==> src/core/ssc_pkg.sv <==
package ssc_pkg;
  localparam logic [7:0] ADDR_EXT_OP = 8'ha2;
  localparam logic [7:0] ADDR_HW_CFG = 8'hb2;
  localparam logic [7:0] ADDR_SLEEP = 8'hc4;
  localparam logic [7:0] ADDR_RUN = 8'hc5;
  localparam logic [7:0] ADDR_REV = 8'hdc;
  localparam logic [7:0] ADDR_SHUTDOWN = 8'he5;
  localparam logic [7:0] ADDR_CLOCK3 = 8'hdb;
  localparam int TRAP_EN_BIT = 4;
  localparam int RELEASE_BIT = 0;
  localparam int ITRIP_BIT = 2;
  localparam int LEAD_LSB = 3;
  localparam logic [7:0] EXT_OP_MASK = 8'h10;
  localparam logic [7:0] HW_CFG_MASK = 8'h15;
  localparam logic [7:0] SHUTDOWN_MASK = 8'h05;
  localparam logic [7:0] CLOCK3_MASK = 8'h78;
  localparam logic [7:0] EXT_OP_RESET = 8'h00;
  localparam logic [7:0] HW_CFG_RESET = 8'h01;
  localparam logic [7:0] SHUTDOWN_RESET = 8'h00;
  localparam logic [7:0] CLOCK3_RESET = 8'h00;
  localparam logic [7:0] REVISION_CODE = 8'h5a; // Arbitrary value.
  localparam int SLEEP_SHIFT = 4;
  typedef enum logic [3:0] {
    SSC_RUN = 4'h1,
    SSC_SLEEP = 4'h2,
    SSC_LEAD = 4'h4,
    SSC_AWAKE = 4'h8
  } ssc_state_t;
endpackage

==> src/core/ssc_top.sv <==
`timescale 1ns/1ps
`default_nettype none
module ssc_top #(
  parameter bit FLASH_VARIANT = 1'b0
) (
  input wire logic ref_clk,
  input wire logic reset_n,
  input wire logic [7:0] sfr_addr,
  input wire logic [7:0] sfr_wdata,
  input wire logic sfr_wr,
  input wire logic sfr_rd,
  output logic [7:0] sfr_rdata,
  output logic core_stall,
  output logic mem_sleep,
  output logic mem_enable,
  output logic opcode_trap_sel,
  output logic single_shunt_amp_enable,
  output logic leg_shunt_amp_enable,
  output logic ac_sense_amp_enable,
  input wire logic itrip_trigger,
  input wire logic shutdown_in,
  output logic shutdown_out,
  output logic shutdown_oe,
  output logic pwm_shutoff
);
  typedef struct packed {
    ssc_pkg::ssc_state_t st;
    logic [11:0] cnt;
    logic [7:0] ext_op;
    logic [7:0] hw_cfg;
    logic [7:0] sleep_val;
    logic [7:0] run_val;
    logic [7:0] clock3;
    logic [7:0] shutdown_cfg;
    logic [7:0] rdata;
    logic stall;
    logic sleep;
    logic enable;
    logic oe;
    logic pwm_off;
  } ssc_regs_t;

  ssc_regs_t r_q;
  ssc_regs_t r_d;

  // Sleep time in cycles, zero for a zero value.
  function automatic logic [11:0] sleep_cycles(input logic [7:0] v);
    sleep_cycles = {v, 4'h0};
  endfunction

  // Reset image: memory asleep and core stalled while in reset.
  localparam ssc_regs_t RESET_IMAGE = '{
    st: ssc_pkg::SSC_RUN, cnt: 12'h000,
    ext_op: ssc_pkg::EXT_OP_RESET, hw_cfg: ssc_pkg::HW_CFG_RESET,
    sleep_val: 8'h00, run_val: 8'h00, clock3: ssc_pkg::CLOCK3_RESET,
    shutdown_cfg: ssc_pkg::SHUTDOWN_RESET, rdata: 8'h00,
    stall: 1'b1, sleep: 1'b1, enable: 1'b0, oe: 1'b1, pwm_off: 1'b1};

  // Register file, sleep sequencer and shutdown logic.
  always_comb begin
    logic kill;
    logic [3:0] lead;
    kill = 1'b0;
    lead = r_q.clock3[ssc_pkg::LEAD_LSB +: 4];
    r_d = r_q;
    r_d.rdata = 8'h00;
    // Register writes; reserved bits masked off.
    if (sfr_wr) begin
      case (sfr_addr)
        ssc_pkg::ADDR_EXT_OP: r_d.ext_op = sfr_wdata & ssc_pkg::EXT_OP_MASK;
        ssc_pkg::ADDR_HW_CFG: r_d.hw_cfg = sfr_wdata & ssc_pkg::HW_CFG_MASK;
        ssc_pkg::ADDR_RUN: r_d.run_val = sfr_wdata;
        ssc_pkg::ADDR_CLOCK3: r_d.clock3 = sfr_wdata & ssc_pkg::CLOCK3_MASK;
        ssc_pkg::ADDR_SHUTDOWN: r_d.shutdown_cfg = sfr_wdata & ssc_pkg::SHUTDOWN_MASK;
        ssc_pkg::ADDR_SLEEP: r_d.sleep_val = sfr_wdata;
        default: r_d.cnt = r_q.cnt; // Revision and unmapped writes are ignored.
      endcase
    end
    // Register reads; unmapped addresses return zero.
    if (sfr_rd) begin
      case (sfr_addr)
        ssc_pkg::ADDR_EXT_OP: r_d.rdata = r_q.ext_op;
        ssc_pkg::ADDR_HW_CFG: r_d.rdata = r_q.hw_cfg;
        ssc_pkg::ADDR_SLEEP: r_d.rdata = r_q.sleep_val;
        ssc_pkg::ADDR_RUN: r_d.rdata = r_q.run_val;
        ssc_pkg::ADDR_CLOCK3: r_d.rdata = r_q.clock3;
        ssc_pkg::ADDR_REV: r_d.rdata = ssc_pkg::REVISION_CODE;
        ssc_pkg::ADDR_SHUTDOWN: r_d.rdata = r_q.shutdown_cfg;
        default: r_d.rdata = 8'h00;
      endcase
    end
    // Sleep sequencer; the motion engine is never touched here.
    case (r_q.st)
      ssc_pkg::SSC_RUN: begin
        r_d.cnt = 12'h000;
      end
      ssc_pkg::SSC_SLEEP: begin
        if (r_q.cnt <= 12'h001) begin
          r_d.st = ssc_pkg::SSC_LEAD;
          r_d.cnt = {8'h00, lead};
        end else begin
          r_d.cnt = r_q.cnt - 12'h001;
        end
      end
      ssc_pkg::SSC_LEAD: begin
        if (r_q.cnt == 12'h000 || FLASH_VARIANT) begin
          r_d.st = (r_q.run_val != 8'h00) ? ssc_pkg::SSC_AWAKE : ssc_pkg::SSC_RUN;
          r_d.cnt = {4'h0, r_q.run_val};
        end else begin
          r_d.cnt = r_q.cnt - 12'h001;
        end
      end
      ssc_pkg::SSC_AWAKE: begin
        if (r_q.run_val == 8'h00) begin
          r_d.st = ssc_pkg::SSC_RUN;
        end else if (r_q.cnt <= 12'h001) begin
          if (r_q.sleep_val != 8'h00) begin
            r_d.st = ssc_pkg::SSC_SLEEP;
            r_d.cnt = sleep_cycles(r_q.sleep_val);
          end else begin
            r_d.st = ssc_pkg::SSC_RUN;
          end
        end else begin
          r_d.cnt = r_q.cnt - 12'h001;
        end
      end
      default: r_d.st = ssc_pkg::SSC_RUN;
    endcase
    // A nonzero sleep write starts a sleep period at once.
    if (sfr_wr && sfr_addr == ssc_pkg::ADDR_SLEEP && sfr_wdata != 8'h00) begin
      r_d.st = ssc_pkg::SSC_SLEEP;
      r_d.cnt = sleep_cycles(sfr_wdata);
    end
    r_d.sleep = (r_d.st == ssc_pkg::SSC_SLEEP);
    r_d.enable = !r_d.sleep && !FLASH_VARIANT;
    r_d.stall = r_d.sleep || r_d.st == ssc_pkg::SSC_LEAD;
    // Shutdown line control.
    kill = !r_d.shutdown_cfg[ssc_pkg::RELEASE_BIT];
    if (r_d.shutdown_cfg[ssc_pkg::ITRIP_BIT] && itrip_trigger) begin
      kill = 1'b1;
    end
    r_d.oe = kill;
    r_d.pwm_off = kill || !shutdown_in;
  end

  // State register; reset holds memory asleep and shutdown asserted.
  always_ff @(posedge ref_clk) begin
    if (!reset_n) begin
      r_q <= RESET_IMAGE;
    end else begin
      r_q <= r_d;
    end
  end

  assign sfr_rdata = r_q.rdata;
  assign core_stall = r_q.stall;
  assign mem_sleep = r_q.sleep;
  assign mem_enable = r_q.enable;
  assign opcode_trap_sel = r_q.ext_op[ssc_pkg::TRAP_EN_BIT];
  assign single_shunt_amp_enable = r_q.hw_cfg[0];
  assign leg_shunt_amp_enable = r_q.hw_cfg[2];
  assign ac_sense_amp_enable = r_q.hw_cfg[4];
  assign shutdown_out = 1'b0; // Open drain: low only.
  assign shutdown_oe = r_q.oe;
  assign pwm_shutoff = r_q.pwm_off;
endmodule // ssc_top
`default_nettype wire

==> config.mk <==
export PLATFORM = sky130hd
export DESIGN_NAME = ssc_top
export DESIGN_NICKNAME = d
export VERILOG_FILES = /design/src/core/ssc_pkg.sv /design/src/core/ssc_top.sv
export SDC_FILE = /design/constraint.sdc
export NUM_CORES = 1
export LEC_CHECK = 0
export ABC_AREA = 1
export BUFFER_PORTS_ARGS = -buffer_cell sky130_fd_sc_hd__clkbuf_2
export CAP_MARGIN = 20
export CORE_MARGIN = 4
export CORE_UTILIZATION = 50
export DETAILED_ROUTE_END_ITERATION = 6
export PLACE_DENSITY_LB_ADDON = 0.1
export SETUP_SLACK_MARGIN = 0.3
export SYNTH_ARGS = -nofsm -noshare
export SYNTH_HDL_FRONTEND = slang
export SYNTH_SLANG_ARGS = --single-unit
==> constraint.sdc <==
create_clock -name ref_clk -period 1.54 [get_ports ref_clk]
set_input_delay 0.231 -clock ref_clk [delete_from_list [all_inputs] [get_ports ref_clk]]
set_output_delay 0.231 -clock ref_clk [all_outputs]
set_load 0.02 [all_outputs]
# Word-level counts from Yosys, hierarchy flattened
# Index checks and enable logic that the tools add are counted.
# totals
reg_bits	55
in_bits	22
output_inout_bits	18
elab_cells	69
# classes
n_addsub	1
magnitude_cmp	1
eq_ne	13
n_mux	18
bitwise_logic	1
reduce_logical	20
# ops
op	n
$mux 12	5
$eq 8x8->1 const B	7
$pmux 8 s7	1
$pmux 12 s4	1
$reduce_bool 8->1	3
$mux 4	5
$mux 16	1
$pmux 4 s4	1
$le 12x1->1 const B	1
$logic_not 12->1	1
$reduce_and 2->1	6
$sub 12x1->12 const B	1
$eq 4x2->1 const B	2
$eq 4x3->1 const B	2
$logic_not 8->1	1
$mux 3	2
$eq 4x1->1 const B	1
$eq 4x4->1 const B	1
$logic_and 1x1->1	3
$logic_not 1->1	3
$logic_or 1x1->1	2
$mux 2	1
$reduce_or 2->1	1
$mux 1	1
$not 1->1	1

# Logic depth before layout (Yosys ltp)
# Gate-level depths: netlist of run 1.
# logic_depth
word_depth	8
depth_mapped	13
depth_no_buf	12

# Least setup slack after synthesis of run 1
# Ideal clock, no wire load.
# synth_timing
path_kind	reg-to-reg
startpoint	register (tool-made name)
endpoint	register r_q[70] (netlist name)
setup_ps	128
arrival_ps	1544
required_ps	1412
slack_ps	-132
stages_incl_launch_ff	14
path_buffers	1
period_less_slack_ps	1672
path_cell_list	dfxtp_1 > inv_1 > ha_1 > o21ai_2 > inv_2 > nand2_4 > nand2_4 > nand3_4 > nand2_4 > buf_8 > nand3_2 > nand2_1 > nor2_1 > nor2_1
# synth_lines
item	line	source
end signal: assignment	ssc_top.sv:151	r_q <= r_d;
end: declaration	ssc_top.sv:43	ssc_regs_t r_q;

==> impl_metrics.toml, run 1 <==
[outcome]
status = "complete, but fails checks"
violations = "setup timing"

[power]
ir_worst_vdd_mv = 0.606
p_comb_share_pct = 8.7
p_sw_w = 0.000610
cellLeakagePower_nw = 2.12
power_frac_seq_pct = 56.4
switching_share_pct = 24.1
p_int_w = 0.00192
power_density_nw_per_um2 = 566
p_clk_share_pct = 34.9

[floorplan]
fp.dieW_um = 87.5
fp.dieArea_um2 = 7660
ios = 40
fp.coreArea_um2 = 6030
start_util_pct = 52.5
core.rowCount = 28
die_h_um = 87.5

[sta]
fin_crit_ns = 1.68
finalHoldViolCount = 0
fin_crit_sh_pct = 109
tns_ns = -0.818
slew_violations = 0
skew_ns = 0.00472
rsz0062_at_grt = "true"
fmax_mhz = 595
setup_ws_ns = -0.142
setup_viol = 14

[critical_path]
slowest_stage = "dfxtp_4"
crit_arrival_ns = 1.89
reg2regPathDepth = 11
critPathMaxFanout = 7
endpoint_kind = "register"
start_kind = "register"
cp_top_family = "simple AND/OR/NAND/NOR gates"
crit_path_cell_trace = "inv_4, ha_4, o21ai_4, inv_2, nand2_8, nand2_4, nand3_4, buf_6, nand3_2, nor3b_2, nor2_1"
worstReg2RegEnd = "r_q[66]"
max_stage_delay_ns = 0.39
cp.required_ns = 1.74
worst-setup-path-type = "register to register"
crit_buf_inv = 3
r2r_setup_slack_ns = -0.14

[layout]
fin_cells = 663
largest_reg_flops = 34
area_growth_pct = 41.4
antenna_cells = 0
fillers = 455
design_area_um2 = 4470
final_util_pct = 74.2
nets = 612
drive_above_1_share_pct = 38.3
top_register = "r_q"

[route]
viasPerCell = 5.35
wl_um = 10200
drcViolationCount = 0
ant_nets = 0
drt_pass1_iterations = 5
drt_iter0_markers = 274
via_count = 3549
wl_per_cell_um = 15.4

[logic_synthesis]
mappedNetlistArea_um2 = 3160
synth_area_leaders = "dfxtp_1, nand2_1, nor2_1, inv_1, a21oi_1"
yosysTopAreaCellShare_pct = 34.8
synth.avg_cell_area_um2 = 6.66
ys_types = 45
synth_compound_area_share_pct = 14.0
synth-seq-cells = 55
yosysTopAreaCell = "dfxtp_1"
synth-xor-area-share_pct = 1.66
yosysWarnings = 0
synthMuxAreaShare_pct = 0
synth_top_family_by_area = "simple AND/OR/NAND/NOR gates"
synth-simple-area-share_pct = 37.0
seq_area_frac_synth_pct = 34.8
synthesis.nets = 500
syn_inst = 475
synthAdderAreaFrac_pct = 1.19

[place]
hpwl_um = 7470
gp_congestion = 0.964
place_area_um2 = 3900
dpl.cell_count = 639
port-buffer-count = 38

[grt]
grt_usage_pct = 26.4
grt-ovfl-total = 0
grt_pass1_vias = 3317
antenna_found_initial = 0
grt_max_degree = 22
grt_pass1_wl_um = 15700

[cts]
clk_pin_slew_worst_paths_ns = 0.10
clock_path_buffers = 2
clock_tree.root_cell = "clkbuf_8"
cts_sinks = 55
insertion_delay_ns = 0.31
cts_tree = "built"
cts_hold_buf = 0
cts_buffers = 5
htreeDepth = 2

[flow_run]
cap_violations = 0

[worst_hold_path]
min_path_type = "input pin to register"
hold-path-cell-count = 2
hp-start = "shutdown_in"
holdPathEnd = "pwm_shutoff"
==> power by group through the flow <==
| stage | Sequential, W | Clock, W | Combinational [W] |
|---|---|---|---|
| after floorplan | 0.00147 | 0 | 0.0000761 |
| after global placement | 0.00146 | 0 | 0.000180 |
| after detailed placement | 0.00146 | 0 | 0.000184 |
| after CTS | 0.00143 | 0.000884 | 0.000192 |
| after global routing | 0.00143 | 0.000934 | 0.000236 |
| final | 0.00143 | 0.000884 | 0.000221 |
==> kinds of logic (layout without fill, tap and decap cells) <==
| group | after synthesis | count (layout) |
|---|---|---|
| AO/OA/AOI/OAI | 78 | 78 |
| adder cells (fa/ha/maj) | 3 | 3 |
| flip-flops | 55 | 55 |
| AND/OR/NAND/NOR | 252 | 252 |
| other | 1 | 1 |
| buffers and inverters | 80 | 193 |
| XOR/XNOR | 6 | 6 |
==> final cells by class <==
cell class | count | area (µm²) | area share [%]
Inverter | 62 | 246 | 5.51
Clock buffer | 8 | 100 | 2.24
Multi-Input combinational cell | 340 | 2050 | 45.7
Timing Repair Buffer | 123 | 877 | 19.6
Tap cell | 75 | 93.8 | 2.10
Sequential cell | 55 | 1110 | 24.8
==> Yosys cell counts, drive strengths merged <==
| cell | count |
|---|---|
| o211ai | 1 |
| o21ai | 24 |
| nand3b | 2 |
| a211oi | 5 |
| o22ai | 5 |
| a41oi | 2 |
| o31ai | 1 |
| dfxtp | 55 |
| o221ai | 1 |
| clkinv | 2 |
| a21oi | 36 |
| ha | 3 |
| nor2 | 75 |
| nand2 | 125 |
| xor2 | 5 |
| nor3b | 2 |
| nor4 | 1 |
| a31oi | 1 |
| xnor2 | 1 |
| nand3 | 33 |
| a221oi | 1 |
| buf | 14 |
| nand4 | 6 |
| clkbuf | 4 |
| conb | 1 |
| inv | 60 |
| nor3 | 7 |
| o21bai | 1 |
| or2 | 1 |
==> cell usage in the layout (no fill, tap or decap), types with 6 or more instances in the layout <==
master,n
a21oi_1,29
a21oi_2,7
buf_4,77
buf_6,11
clkbuf_2,35
clkbuf_8,7
dfxtp_1,50
inv_1,50
nand2_1,100
nand2_2,18
nand3_1,22
nand3_2,7
nand4_1,6
nor2_1,57
nor2_4,12
o21ai_0,18
==> timing repair <==
item                       in CTS  in global routing
setup endpoints to repair      28                 45
resized for setup              23                 70
buffers inserted                4                 12
pin swaps                       5                 32
==> per-stage QoR <==
step | worst slack (ns) | power, W | hold slack [ns]
finish | -0.142 | 0.00253 | 0.0757
global route | -0.201 | 0.00260 | 0.0984
CTS | -0.0470 | 0.00250 | 0.0906
detailed placement | -0.148 | 0.00164 | 0.413
global placement | -0.0468 | 0.00164 | 0.406
floorplan | 0.0118 | 0.00154 | 0.315
==> per-layer routing <==
| layer | track usage, % | wire (µm) | vias to the layer above |
|---|---|---|---|
| met4 | 8.93 | 329 | 0 |
| met3 | 3.86 | 600 | 31 |
| met2 | 41.4 | 4730 | 137 |
| met1 | 37.1 | 4550 | 1635 |
| li1 | - | - | 1746 |
| met5 | 0 | 0 | - |
==> worst max path at each step <==
stage          depth (start not counted)  slack, ns          end   startpoint
6_report                              11      -0.14      r_q[66]     register
5_1_grt                               11      -0.20      r_q[66]     register
4_1_cts                               11      -0.05      r_q[66]     register
3_5_place_dp                           8      -0.15  pwm_shutoff  sfr_addr[1]
3_3_place_gp                          10      -0.05      r_q[72]     register
2_1_floorplan                         13       0.01      r_q[70]     register
Note: power is estimated with default switching activity, not from simulation.
==> run 2, diff against run 1 <==
GPL_TIMING_DRIVEN = 0   (was not set)
==> run 2 against run 1 <==
Effect of this change:
- the flow still finishes with violations (setup timing)
- total power decreased by 1.4%
- maximum frequency shrank 3.5%
- combinational power shrank 19%
- hold slack better by 0.0047 ns
- critical path depth is the same
==> impl_metrics.toml, run 2 (synthesized netlist as in run 1, its figures left out) <==
[flow_run]
cap_violations = 0

[cts]
clock_path_buffers = 2
htreeDepth = 2
cts_hold_buf = 0
cts_tree = "built"
cts_sinks = 55
clk_pin_slew_worst_paths_ns = 0.11
cts_buffers = 5
clock_tree.root_cell = "clkbuf_8"
insertion_delay_ns = 0.32

[place]
hpwl_um = 6730
gp_congestion = 0.927
port-buffer-count = 37
dpl.cell_count = 587
pre_cts_ws_ns = -0.183

[critical_path]
critPathMaxFanout = 6
cp_top_family = "compound AO/OA/AOI/OAI gates"
crit_path_cell_trace = "inv_4, ha_4, o21ai_4, inv_2, nand2_4, buf_12, inv_1, nand2_2, o22ai_2, a21oi_1, a21oi_1"
endpoint_kind = "register"
worst-setup-path-type = "register to register"
crit_arrival_ns = 1.94
max_stage_delay_ns = 0.40
cp.required_ns = 1.74
critPathMostFrequentCell = "a21oi_1"
start_kind = "register"
slowest_stage = "dfxtp_4"
crit_buf_inv = 4

[route]
ant_nets = 0
drt_iter0_markers = 353
wl_per_cell_um = 16.3
drcViolationCount = 0
drt_pass1_iterations = 5
wl_um = 10300
via_count = 3542
viasPerCell = 5.60

[grt]
grt_max_degree = 19
grt_pass1_vias = 3286
grt_usage_pct = 25.8
grt-ovfl-total = 0
grt_pass1_wl_um = 15600
antenna_found_initial = 0

[sta]
rsz0062_at_grt = "true"
maxSlewHeadroom_pct = 59.4
fin_crit_sh_pct = 113
fmax_mhz = 574
finalHoldViolCount = 0
fin_crit_ns = 1.74
skew_ns = 0.0132
slew_violations = 0
setup_viol = 18
max_slew.worst_pin.slew_ns = 0.609
setup_ws_ns = -0.202

[floorplan]
fp.coreArea_um2 = 6030
start_util_pct = 52.5
fp.dieArea_um2 = 7660
ios = 40
fp.dieW_um = 87.5
core.rowCount = 28
die_h_um = 87.5

[layout]
antenna_cells = 0
area_growth_pct = 36.0
fin_cells = 633
drive_above_1_share_pct = 37.8
top_register = "r_q"
largest_reg_flops = 34
fillers = 489
nets = 582
final_cell_mix = "nand2_1, nor2_1, inv_1"
layout_commonest_cell = "nand2_1"

[power]
power_w = 0.00250
power_density_nw_per_um2 = 580
ir_worst_vdd_mv = 0.448
cellLeakagePower_nw = 1.97

[outcome]
violations = "setup timing"
status = "complete, but fails checks"

[worst_hold_path]
min_path_type = "input pin to register"
[run 2: changes by cell type in the layout (fill, tap and decap cells not counted), moves of 7 or more]
cell     delta
dfxtp_1    -13
dfxtp_2     +9
buf_6       -7
buf_4      -34
[run 2: stage by stage]
stage | area [µm²] | hold WS [ns] | TNS [ns] | utilization, %
3_3_place_gp | 3500 | 0.404 | -1.70 | 58.1
5_1_grt | 4300 | 0.0762 | -3.66 | 71.4
6_report | 4300 | 0.0804 | -1.99 | 71.4
4_1_cts | 3920 | 0.0745 | -0.526 | 65.1
2_1_floorplan | 3220 | 0.315 | 0 | -
3_5_place_dp | 3500 | 0.417 | -2.00 | 58.1
[run 2: worst paths after layout]
kind | start | end | slack (ns) | depth (start not counted)
worst min register to register | opcode_trap_sel | opcode_trap_sel | 0.49 | 2
worst min-delay path | shutdown_in | pwm_shutoff | 0.08 | 2
worst max register to register | register | register | -0.20 | 11
worst max-delay path | register | register | -0.20 | 11
[run 2: power by group]
part	internal, W	switching, W
Combinational	0.0000551	0.000125
Clock	0.000380	0.000516
Sequential	0.00142	0.00000269
[run 2: layout make-up]
cell class | count | area (µm²) | share of cell area [%]
Clock buffer | 6 | 82.6 | 1.92
Tap cell | 75 | 93.8 | 2.18
Multi-Input combinational cell | 340 | 2090 | 48.5
Sequential cell | 55 | 1140 | 26.4
Clock inverter | 2 | 20.0 | 0.465
Buffer | 18 | 131 | 3.05
Timing Repair Buffer | 75 | 510 | 11.9
Inverter | 62 | 241 | 5.61
[run 2: worst reg2reg max path: stages (launching register included)]
cell     delay, ns
dfxtp_4       0.40
inv_4         0.06
ha_4          0.16
o21ai_4       0.16
inv_2         0.08
nand2_4       0.10
buf_12        0.14
inv_1         0.07
nand2_2       0.11
o22ai_2       0.09
a21oi_1       0.16
a21oi_1       0.11
[run 2: routing by layer]
metal,GRT usage [%],share of wire [%],vias up
li1,-,-,1684
met1,35.2,41,1638
met2,40.3,47,186
met3,5.46,8.9,34
met4,9.34,2.9,0
met5,0,0,-
[run 2: timing repair]
| action | CTS | global route |
|---|---|---|
| gates resized for setup | 44 | 69 |
| pin swaps | 14 | 26 |
| gates cloned | 1 | 0 |
| setup endpoints to repair | 22 | 40 |
| buffers inserted | 18 | 19 |
